File: src/design/gp_timer_defines.vh
// Purpose: shared constants for the general timer half
// Assumes: 100 MHz system clock
// Notes: definitions only
`ifndef GP_TIMER_DEFINES_VH
`define GP_TIMER_DEFINES_VH
`define CFG_32BIT 3'h0
`define CFG_32RTC 3'h1
`define CFG_16BIT 3'h4
`define MODE_ONESHOT 2'h1
`define MODE_PERIODIC 2'h2
`define MODE_CAPTURE 2'h3
`define EVT_RISE 2'h0
`define EVT_FALL 2'h1
`define EVT_BOTH 2'h3
`define LOAD_RESET 16'hffff
`define MATCH_RESET 16'hffff
`define COUNT_ZERO 16'h0000
`define PRESCALE_ZERO 8'h00
`define RTC_DIV_LAST 15'h7fff
`define RTC_START 32'h00000001
`define RTC_ZERO 32'h00000000
`endif

File: src/design/pin_edge_detect.v
// Purpose: synchronise the capture/compare pin and flag its edges
// Assumes: pin is asynchronous to clk
// Notes: first stage is read only by the second
`timescale 1ns/100ps
`default_nettype none
module pin_edge_detect (
    input wire clk,
    input wire arst_n,
    input wire pin_in,
    output wire rise,
    output wire fall,
    output wire level
);
    reg sync_a;
    reg sync_b;
    reg last;
    always @(posedge clk or negedge arst_n) begin
        if (!arst_n) begin
            sync_a <= 1'b0;
            sync_b <= 1'b0;
            last <= 1'b0;
        end else begin
            sync_a <= pin_in;
            sync_b <= sync_a;
            last <= sync_b;
        end
    end
    assign rise = sync_b & ~last;
    assign fall = ~sync_b & last;
    assign level = sync_b;
endmodule // pin_edge_detect
`default_nettype wire

File: src/design/rtc_second_tick.v
// Purpose: divide the sampled 32.768 kHz clock-mode input to a 1 Hz enable
// Assumes: rise is a one-cycle pulse per input period
// Notes: the divider restarts while disabled
`timescale 1ns/100ps
`default_nettype none
`include "gp_timer_defines.vh"
module rtc_second_tick (
    input wire clk,
    input wire arst_n,
    input wire run,
    input wire rise,
    output reg tick
);
    reg [14:0] div;
    always @(posedge clk or negedge arst_n) begin
        if (!arst_n) begin
            div <= 15'h0000;
            tick <= 1'b0;
        end else begin
            tick <= 1'b0;
            if (!run) begin
                div <= 15'h0000;
            end else if (rise) begin
                if (div == `RTC_DIV_LAST) begin
                    div <= 15'h0000;
                    tick <= 1'b1;
                end else begin
                    div <= div + 15'h0001;
                end
            end
        end
    end
endmodule // rtc_second_tick
`default_nettype wire

File: src/design/general_timer_capture_pwm.v
// Purpose: one general timer half with edge count, edge time, PWM, one-shot/periodic
//          and a 32-bit mode sequence including clock mode
// Assumes: control bits are plain ports, stable during configuration; clear strobes one cycle
// Notes: run enable is held inside; software sets it by a start pulse, clears by a stop pulse
`timescale 1ns/100ps
`default_nettype none
`include "gp_timer_defines.vh"
// Operation
// the source holds each new level two clocks; edge rate limit is a quarter clock.
// prescaler is bypassed in edge count, edge time and PWM modes.
// capture select 0 gives an edge-counting down-counter on the selected edges.
// software sets match so load minus match equals the wanted edge count.
// each selected edge decrements; equal to match sets count-match raw and masked flags.
// after match reload from load, drop run enable, ignore edges until restarted.
// capture select 1 gives a free-running down-counter from load, 0xFFFF after reset.
// each selected edge copies the count to the value register and sets capture flags.
// edge time keeps counting while enabled and reloads from load at zero.
// PWM mode is alternate select 1, capture select 0, mode field 2.
// PWM counts to zero, reloads next cycle, repeats until run enable clears.
// PWM mode sets no status flags.
// PWM output goes active at load value and inactive at match value.
// the invert bit drives the complement of the PWM waveform.
// software enables the timer clock through clock gating before use.
// 32-bit sequence: stop, config 0, mode 1 or 2, load, unmask, enable.
// writing one to a clear bit clears the raw and the masked flag.
// a one-shot stops after timeout; a periodic one keeps counting.
// clock-mode sequence: stop, config 1, match, stall override, unmask, enable.
// clock mode needs a 32.768 kHz clock on the capture/compare input.
// clock-mode match sets its raw flag and counting goes on until disabled.
// 16-bit sequence: stop, config 4, mode, prescale, load, unmask, enable.
// the pin is synchronised and edges found from successive samples.
module general_timer_capture_pwm (
    input wire clk,
    input wire arst_n,
    input wire [2:0] global_config,
    input wire [1:0] timer_mode_field,
    input wire capture_mode_select,
    input wire alternate_mode_select,
    input wire [1:0] edge_event_select,
    input wire pwm_output_invert,
    input wire debug_halt,
    input wire stall_enable,
    input wire clock_mode_stall_override,
    input wire timer_run_start,
    input wire timer_run_stop,
    input wire load_write,
    input wire [31:0] load_data,
    input wire match_write,
    input wire [31:0] match_data,
    input wire [7:0] prescale_value,
    input wire timeout_mask,
    input wire count_match_mask,
    input wire edge_capture_mask,
    input wire clock_match_mask,
    input wire half_timeout_clear,
    input wire count_match_clear,
    input wire edge_capture_clear,
    input wire clock_match_clear,
    input wire capture_compare_pin_in,
    output wire capture_compare_pin_out,
    output wire capture_compare_pin_oe,
    output reg timer_run_enable,
    output reg [31:0] current_count_value,
    output reg half_timeout_raw_flag,
    output wire half_timeout_masked_flag,
    output reg count_match_raw_flag,
    output wire count_match_masked_flag,
    output reg edge_capture_raw_flag,
    output wire edge_capture_masked_flag,
    output reg clock_match_raw_flag,
    output wire clock_match_masked_flag
);
    reg [31:0] counter;
    reg [31:0] interval_load_value;
    reg [31:0] match_value;
    reg [7:0] prescale_count;
    reg pwm_level;
    reg rtc_started;
    wire pin_rise;
    wire pin_fall;
    wire rtc_tick;

    function event_hit;
        input [1:0] sel;
        input r;
        input f;
        begin
            case (sel)
                `EVT_RISE: event_hit = r;
                `EVT_FALL: event_hit = f;
                `EVT_BOTH: event_hit = r | f;
                default: event_hit = 1'b0;
            endcase
        end
    endfunction

    // 16-bit modes see only the low half of load, match and counter words
    function [31:0] mode_word;
        input narrow;
        input [31:0] value;
        begin
            if (narrow) begin
                mode_word = {16'h0000, value[15:0]};
            end else begin
                mode_word = value;
            end
        end
    endfunction

    // down-count step shared by the free-running modes
    function [31:0] count_step;
        input zero;
        input [31:0] value;
        input [31:0] reload;
        begin
            if (zero) begin
                count_step = reload;
            end else begin
                count_step = value - 32'h00000001;
            end
        end
    endfunction

    pin_edge_detect u_edge (
        .clk(clk),
        .arst_n(arst_n),
        .pin_in(capture_compare_pin_in),
        .rise(pin_rise),
        .fall(pin_fall),
        .level()
    );

    wire is_16 = (global_config == `CFG_16BIT);
    wire is_32 = (global_config == `CFG_32BIT);
    wire is_rtc = (global_config == `CFG_32RTC);
    wire mode_pwm = is_16 & alternate_mode_select & ~capture_mode_select
        & (timer_mode_field == `MODE_PERIODIC);
    wire mode_capture = is_16 & ~alternate_mode_select & (timer_mode_field == `MODE_CAPTURE);
    wire mode_count = mode_capture & ~capture_mode_select;
    wire mode_time = mode_capture & capture_mode_select;
    wire mode_timer = (is_16 | is_32) & ~alternate_mode_select
        & ((timer_mode_field == `MODE_ONESHOT) | (timer_mode_field == `MODE_PERIODIC));
    wire sel_edge = event_hit(edge_event_select, pin_rise, pin_fall);
    wire stalled = stall_enable & debug_halt & ~(is_rtc & clock_mode_stall_override);
    wire [31:0] load_now = mode_word(is_16, interval_load_value);
    wire [31:0] match_now = mode_word(is_16, match_value);
    wire at_zero = is_16 ? (counter[15:0] == `COUNT_ZERO) : (counter == `RTC_ZERO);
    // prescaler only in plain 16-bit timer modes
    wire use_prescale = is_16 & mode_timer;
    wire pre_tick = ~use_prescale | (prescale_count == `PRESCALE_ZERO);

    rtc_second_tick u_rtc (
        .clk(clk),
        .arst_n(arst_n),
        .run(timer_run_enable & is_rtc),
        .rise(pin_rise),
        .tick(rtc_tick)
    );

    reg set_timeout;
    reg set_cmatch;
    reg set_capture;
    reg set_rtc;
    reg stop_self;
    reg [31:0] next_counter;
    reg do_capture;
    always @* begin
        set_timeout = 1'b0;
        set_cmatch = 1'b0;
        set_capture = 1'b0;
        set_rtc = 1'b0;
        stop_self = 1'b0;
        do_capture = 1'b0;
        next_counter = counter;
        if (load_write && !timer_run_enable) begin
            next_counter = mode_word(is_16, load_data);
        end else if (timer_run_enable) begin
            if (mode_count) begin
                if (sel_edge) begin
                    if (counter[15:0] - 16'h0001 == match_now[15:0]) begin
                        set_cmatch = 1'b1;
                        stop_self = 1'b1;
                        next_counter = load_now;
                    end else begin
                        next_counter = counter - 32'h00000001;
                    end
                end
            end else if (mode_time) begin
                if (sel_edge) begin
                    do_capture = 1'b1;
                    set_capture = 1'b1;
                end
                next_counter = count_step(at_zero, counter, load_now);
            end else if (mode_pwm) begin
                next_counter = count_step(at_zero, counter, load_now);
            end else if (is_rtc) begin
                if (rtc_tick && !stalled) begin
                    if (counter == match_now) begin
                        set_rtc = 1'b1;
                        next_counter = `RTC_ZERO;
                    end else begin
                        next_counter = counter + 32'h00000001;
                    end
                end
            end else if (mode_timer && !stalled && pre_tick) begin
                if (at_zero) begin
                    next_counter = load_now;
                    set_timeout = 1'b1;
                    stop_self = (timer_mode_field == `MODE_ONESHOT);
                end else begin
                    next_counter = counter - 32'h00000001;
                end
            end
        end
    end

    always @(posedge clk or negedge arst_n) begin
        if (!arst_n) begin
            interval_load_value <= {16'h0000, `LOAD_RESET};
            match_value <= {16'h0000, `MATCH_RESET};
            counter <= {16'h0000, `LOAD_RESET};
            current_count_value <= {16'h0000, `LOAD_RESET};
            prescale_count <= `PRESCALE_ZERO;
            timer_run_enable <= 1'b0;
            rtc_started <= 1'b0;
            pwm_level <= 1'b0;
            half_timeout_raw_flag <= 1'b0;
            count_match_raw_flag <= 1'b0;
            edge_capture_raw_flag <= 1'b0;
            clock_match_raw_flag <= 1'b0;
        end else begin
            if (load_write) begin
                interval_load_value <= load_data;
            end
            if (match_write) begin
                match_value <= match_data;
            end
            if (timer_run_start && is_rtc && !rtc_started) begin
                counter <= `RTC_START;
                rtc_started <= 1'b1;
            end else begin
                counter <= next_counter;
            end
            if (!is_rtc) begin
                rtc_started <= 1'b0;
            end
            if (!timer_run_enable || !use_prescale || pre_tick) begin
                prescale_count <= prescale_value;
            end else if (!stalled) begin
                prescale_count <= prescale_count - 8'h01;
            end
            if (timer_run_start) begin
                timer_run_enable <= 1'b1;
            end else if (timer_run_stop || stop_self) begin
                timer_run_enable <= 1'b0;
            end
            if (do_capture) begin
                current_count_value <= counter;
            end else if (!mode_time) begin
                current_count_value <= counter;
            end
            if (!mode_pwm || !timer_run_enable) begin
                pwm_level <= 1'b0;
            end else if (counter == load_now) begin
                pwm_level <= 1'b1;
            end else if (counter == match_now) begin
                pwm_level <= 1'b0;
            end
            // set beats a clear in the same cycle; PWM mode never raises any flag
            if (set_timeout && !mode_pwm) begin
                half_timeout_raw_flag <= 1'b1;
            end else if (half_timeout_clear) begin
                half_timeout_raw_flag <= 1'b0;
            end
            if (set_cmatch) begin
                count_match_raw_flag <= 1'b1;
            end else if (count_match_clear) begin
                count_match_raw_flag <= 1'b0;
            end
            if (set_capture) begin
                edge_capture_raw_flag <= 1'b1;
            end else if (edge_capture_clear) begin
                edge_capture_raw_flag <= 1'b0;
            end
            if (set_rtc) begin
                clock_match_raw_flag <= 1'b1;
            end else if (clock_match_clear) begin
                clock_match_raw_flag <= 1'b0;
            end
        end
    end

    assign half_timeout_masked_flag = half_timeout_raw_flag & timeout_mask;
    assign count_match_masked_flag = count_match_raw_flag & count_match_mask;
    assign edge_capture_masked_flag = edge_capture_raw_flag & edge_capture_mask;
    assign clock_match_masked_flag = clock_match_raw_flag & clock_match_mask;
    assign capture_compare_pin_out = pwm_level ^ pwm_output_invert;
    assign capture_compare_pin_oe = mode_pwm;
endmodule // general_timer_capture_pwm
`default_nettype wire

File: config.mk
export PLATFORM = sky130hd
export DESIGN_NAME = general_timer_capture_pwm
export DESIGN_NICKNAME = d
export VERILOG_FILES = /design/src/design/pin_edge_detect.v /design/src/design/rtc_second_tick.v /design/src/design/general_timer_capture_pwm.v
export VERILOG_INCLUDE_DIRS = /design/src /design/src/design
export SDC_FILE = /design/constraint.sdc
export NUM_CORES = 1
export LEC_CHECK = 0
export BUFFER_PORTS_ARGS = -buffer_cell sky130_fd_sc_hd__buf_2
export CAP_MARGIN = 25
export CORE_MARGIN = 2
export CORE_UTILIZATION = 55
export CTS_CLUSTER_DIAMETER = 120
export DETAILED_ROUTE_END_ITERATION = 10
export GPL_TIMING_DRIVEN = 1
export PLACE_DENSITY = 0.77
export SLEW_MARGIN = 20
export SYNTH_ARGS = -nofsm -noshare
export SYNTH_HDL_FRONTEND = slang
export SYNTH_SLANG_ARGS = --single-unit
export TNS_END_PERCENT = 10
File: constraint.sdc
create_clock -name clk -period 4.2 [get_ports clk]
set_clock_uncertainty 0.15 [all_clocks]
set_input_delay 0 -clock clk [delete_from_list [all_inputs] [get_ports clk]]
set_output_delay 0 -clock clk [all_outputs]
set_load 0.02 [all_outputs]
## Word-level counts from Yosys, hierarchy flattened

Index checks and enable logic that the tools add are counted.

| word-level totals | value |
|---|---|
| bits of input ports | 100 |
| register bits after elaboration | 162 |

| operators by class | value |
|---|---|
| equal/unequal tests | 17 |
| bitwise operators | 31 |
| $add $sub $neg | 5 |
| mux-type cells | 77 |
| reductions and logical operators | 30 |

Operators by type and width:

| kind | count |
|---|---|
| $mux W32 | 18 |
| $eq A32 B32 Y1 | 2 |
| $mux W1 | 53 |
| $mux W15 | 3 |
| $add A32 B1 Y32 const B | 1 |
| $logic_not A32 Y1 | 1 |
| $sub A32 B1 Y32 const B | 1 |
| $and A1 B1 Y1 | 20 |
| $eq A16 B16 Y1 | 1 |
| $logic_not A16 Y1 | 1 |
| $mux W8 | 2 |
| $sub A16 B1 Y16 const B | 1 |
| $add A15 B1 Y15 const B | 1 |
| $eq A15 B15 Y1 const B | 1 |
| $reduce_bool A2 Y1 | 5 |
| $logic_not A8 Y1 | 1 |
| $sub A8 B1 Y8 const B | 1 |
| $logic_and A1 B1 Y1 | 7 |
| $ne A7 B1 Y1 const B | 1 |
| $reduce_bool A7 Y1 | 1 |
| $eq A2 B2 Y1 const B | 3 |
| $ne A2 B1 Y1 const B | 3 |
| $not A1 Y1 | 6 |
| $reduce_bool A3 Y1 | 2 |
| 13 further kinds | 24 |

## Logic depth before layout (Yosys ltp)

| depth | value |
|---|---|
| depth after elaboration | 18 |
| gate-level depth with buffers | 13 |
| depth with buffers taken out | 10 |

## Modules after synthesis

From an unflattened synthesis, not the netlist that was laid out.

| unflattened totals | value |
|---|---|
| cells, all modules | 1,207 |
| area, all modules | 11,257.0 um^2 |

Modules (own cells, without submodules):

| module | area an instance (um^2) | sequential area each (um^2) | times used | cells an instance |
|---|---|---|---|---|
| general_timer_capture_pwm | 10,339.9 | 3,658.5 | 1 | 1,119 |
| rtc_second_tick | 827.0 | 400.4 | 1 | 83 |
| pin_edge_detect | 90.1 | 75.1 | 1 | 5 |

## Worst setup path after synthesis

Ideal clock, no wire load.

| timing | value |
|---|---|
| path kind | register -> register |
| from | register counter[0] |
| to | register counter[14] |
| stages on the path, launching flop included | 13 |
| slack | 922 ps |
| library setup time | 88 ps |
| clock period less this slack | 3,278 ps |
| data arrival time | 3,040 ps |
| path through | dfstp_2 buf_2 inv_1 ha_1 xor2_1 o311ai_0 or4b_4 nor4_4 nand4_4 nor2b_4 buf_6 a221oi_1 nand2_1 |

| on the way | value |
|---|---|
| cells in the longest elaborated chain, start to end | 11 |
| elaborated cells on any way between the ends | 21 |
| those cells by class | add/sub: 3; eq/ne: 2; mux: 14; reduce/logical: 2 |

Ends and longest elaborated chain:

| element | RTL line | source |
|---|---|---|
| start: declaration | general_timer_capture_pwm.v:73 | `reg [31:0] counter;` |
| start signal: assignment | general_timer_capture_pwm.v:221 | `` counter <= {16'h0000, `LOAD_RESET}; `` |
| start signal: assignment | general_timer_capture_pwm.v:239 | `` counter <= `RTC_START; `` |
| start signal: assignment | general_timer_capture_pwm.v:242 | `counter <= next_counter;` |
| parallel branches: the longest is 7 deep, another holds $sub A32 B1 Y32 | - |  |
| $mux W32 (*) | general_timer_capture_pwm.v:178 | `if (mode_count) begin` |
| $mux W32 (*) | general_timer_capture_pwm.v:177 | `end else if (timer_run_enable) begin` |
| $mux W32 (*) | general_timer_capture_pwm.v:175 | `if (load_write && !timer_run_enable) begin` |
| $mux W32 (*) | general_timer_capture_pwm.v:238 | `if (timer_run_start && is_rtc && !rtc_started) begin` |

Every way passes the cells marked *. The select of a mux whose other input is x is not followed.
A chain may end at the register's enable or synchronous reset.

## Worst setup path after layout

| timing | value |
|---|---|
| from | register counter[0] |
| to | register timer_run_enable |

| on the way | value |
|---|---|
| cells in the longest elaborated chain, start to end | 12 |
| elaborated cells on any way between the ends | 17 |
| those cells by class | add/sub: 1; eq/ne: 1; mux: 11; reduce/logical: 4 |

Ends and longest elaborated chain:

| element | RTL line | source |
|---|---|---|
| parallel branches: the longest is 7 deep, another holds $sub A16 B1 Y16 | - |  |
| $mux W1 (*) | general_timer_capture_pwm.v:178 |  |
| $mux W1 (*) | general_timer_capture_pwm.v:177 |  |
| $mux W1 (*) | general_timer_capture_pwm.v:175 |  |
| $logic_or A1 B1 Y1 (*) | general_timer_capture_pwm.v:254 | `end else if (timer_run_stop \|\| stop_self) begin` |
| $reduce_bool A2 Y1 (no line) (*) | - |  |
| end signal: assignment | general_timer_capture_pwm.v:224 | `timer_run_enable <= 1'b0;` |
| end signal: assignment | general_timer_capture_pwm.v:253 | `timer_run_enable <= 1'b1;` |
| end signal: assignment | general_timer_capture_pwm.v:255 | `timer_run_enable <= 1'b0;` |
| end: declaration | general_timer_capture_pwm.v:62 | `output reg timer_run_enable,` |

Every way passes the cells marked *.

==> run metrics <==
Max Slew Vio Count=0; CTS tree=built; layout cells sized above 1=0.284; setup TNS=0 ns; cell leakage power=5.48 nW; kind of critical path=flop to flop; Combinational Power Share=0.327; total congestion overflow=0; Top Family by Delay on Critical Path=simple AND/OR/NAND/NOR gates; core region area=between 0.015 and 0.02 sq mm; critical path's largest stage delay=approximately 0.63 ns; post-synthesis sequential area ratio=0.380; switch share=0.372; PortBufs=142; DRT iter0 DRCs=around 1100; Initial Utilization=0.559; # diodes=0; Mapped Avg Cell Area=between 9 and 10 sq um; Post-DRT Antenna Nets=0; # H-tree levels=4; synth cell count leaders=nand2_1 (112), dfrtp_1 (98), nor2_1 (90); insertion delay to the later sink of the worst-skew pair=approximately 0.45 ns; Worst Setup Start Kind=flop; Post-synth EDFFs=0; Period minus WS final=a little under 4 ns; Net Sw Power=about 0.0021 W; crit path max-delay cell type=dfstp_2; Post CTS Setup Buffer Count=0; Reg clk slew, reported paths=0.07 ns; routed via count=between 10000 and 15000; GRT Total Usage=0.351; final setup margin=approximately 0.33 ns; gpl congestion=0.986; largest net degree at the start of global routing=roughly 100; Seq cells post-synth=~160; Routed WL per cell=around 22 microns; Syn Nets=~1300; Die Span Y=about 140 microns; Fmax achieved=about 260 MHz; Num CTS Buffers=17; Final Non-Filler Cells=1661; max_slew headroom=0.312; Cell Pwr Density=427 mW/mm^2; fillers=1486; die area=between 0.02 and 0.025 sq mm; Hold Crit Class=input pin to flop; worst hold slack=between 0.02 and 0.025 ns; initial antenna violation count=0; top_reg_cell synth=dfrtp_1; DP Cell Count=roughly 1500; RSZ-0062 raised after global routing=false; synth top area cells=dfrtp_1 (23%), dfstp_2 (15%), mux2_2 (9.2%); Cell Int Power=0.00360 W; Max FO, Critical Path=9; Place WS=around 0.6 ns; outcome=finished, final reports clean; Least-Margin Pin Slew=approximately 1 ns; vias in the first global route=10300; DPL Wire Length=24400 microns; TritonRoute pass-1 iters=5; Peak VDD IR=between 0.0003 and 0.0004 V; Clk network pwr share=0.279; Yosys top cell area share=0.226; number of distinct library cells after synthesis=between 80 and 90; Synth Instances=between 1000 and 1500; first-pass GRT wire length=~56000 microns; worst path required time=around 4.4 ns; max_cap viols=0; clock sinks=between 150 and 200; CTS root buffer=clkbuf_16; Via-to-Cell Ratio=6.33; critical path, cell by cell=inv_1, ha_1, xor2_1, o311ai_0, or4b_4, nor4_4, nand4_4, nor2_4, o21bai_1, dlygate4sd3_1; Fin. Hold Viols=0; Max Root-Sink Buffers=2; IO Count=about 140; Detailed Route WL=around 36000 microns; CP bufs+invs=2; Ys Warns=0; Tcrit/Tclk final=0.920; final net count=1494; leading area contributor after synthesis=dfrtp_1; Residual DRC=0; die width=145 microns; WP data arrival=4.04 ns; Area Overhead vs Synth=23.4%; most common cell in the synthesized netlist=nand2_1; # setup viols final=0; Post-Syn Area=roughly 0.011 sq mm; std cell rows=51; crit end category=flop; asr flop ratio synth=1.00; Flop pwr share=0.394
-- worst register-to-register path, cell delays in order (launching register included) --
cell           delay [ns]
dfstp_2              0.63
inv_1                0.14
ha_1                 0.39
xor2_1               0.17
o311ai_0             0.17
or4b_4               0.57
nor4_4               0.31
nand4_4              0.23
nor2_4               0.32
o21bai_1             0.11
dlygate4sd3_1        0.56
-- cells in the final DEF, fill, tap and decap left out, types with 11 or more instances in the layout --
cell             n
xnor2_1         64
a21oi_1         43
mux2_2          89
a31oi_1         16
nand3_1         37
nand2b_1        14
mux2i_1         15
nand4_1         31
dfstp_2         64
or3_1           12
ha_1            11
nand2_1        112
a22oi_1         12
nor3_1          32
clkbuf_16       18
nor2_1          89
buf_2          141
o21ai_0         54
buf_4           40
xor2_1          55
inv_1           26
dfrtp_1         98
dlygate4sd3_1   90
-- power by group through the flow --
stage               registers, W  clock network [W]  logic [W]
CTS                      0.00224            0.00161    0.00183
global route             0.00229            0.00167    0.00202
finish                   0.00226            0.00160    0.00187
floorplan                0.00213                  0    0.00128
detailed placement       0.00227                  0    0.00175
global placement         0.00226                  0    0.00174
-- state kept, by name, indices dropped and copies added, names as in the netlist --
name	cells
current_count_value	32
u_edge.last	1
clock_match_raw_flag	1
half_timeout_raw_flag	1
prescale_count	8
u_edge.sync_a	1
pwm_level	1
rtc_started	1
interval_load_value	32
u_rtc.tick	1
counter	32
timer_run_enable	1
count_match_raw_flag	1
u_rtc.div	15
u_edge.level	1
edge_capture_raw_flag	1
match_value	32
-- worst paths after layout --
path | from | to | slack, ns | cells past startpoint
worst max-delay path | counter[0] | timer_run_enable | 0.33 | 10
worst min-delay path | match_write | match_value[10] | 0.02 | 3
worst max register to register | counter[0] | timer_run_enable | 0.33 | 10
worst min register to register | u_edge.sync_a | u_edge.level | 0.22 | 0
max in group asynchronous | arst_n | interval_load_value[1] | 2.33 | 5
min in group asynchronous | arst_n | counter[17] | 0.37 | 3
-- metal layers --
layer | GRT usage | vias up | wire, microns
met5 | 0 | - | 0
met4 | 0.186 | 0 | 1830
met3 | 0.0715 | 147 | 2890
met2 | 0.562 | 564 | 17000
met1 | 0.448 | 5104 | 14300
li1 | - | 4704 | -
-- layout make-up --
class	count	area, sq um	area share
repair buffers	273	1950	0.145
well taps	265	332	0.0247
flip-flops and latches	162	4130	0.308
clock inverters	9	95.1	0.00709
clock buffers	23	499	0.0372
inverters	26	97.6	0.00727
multi-input cells	903	6310	0.471
-- what timing repair did --
action / in CTS / in global routing
hold buffers: 89 / 1
hold endpoints to repair: 204 / 21
resized for setup: 0 / 1
setup endpoints to repair: 0 / 1
-- per-stage QoR --
step	total power (W)	utilization	cell area, sq um
final	0.00573	0.689	13400
after global routing	0.00599	0.689	13400
after CTS	0.00568	0.687	13400
after detailed placement	0.00402	0.611	11900
after global placement	0.00399	0.611	11900
after floorplan	0.00341	-	10900
-- logic make-up after synthesis --
| logic type | count (synthesis) | synth area share |
|---|---|---|
| simple gates | 431 | 0.213 |
| compound gates | 237 | 0.149 |
| flops | 162 | 0.380 |
| xor+xnor | 120 | 0.0980 |
| buf+inv | 109 | 0.0413 |
| mux | 104 | 0.106 |
| fa+ha+maj | 11 | 0.0127 |
(Power assumes the default switching activity.)
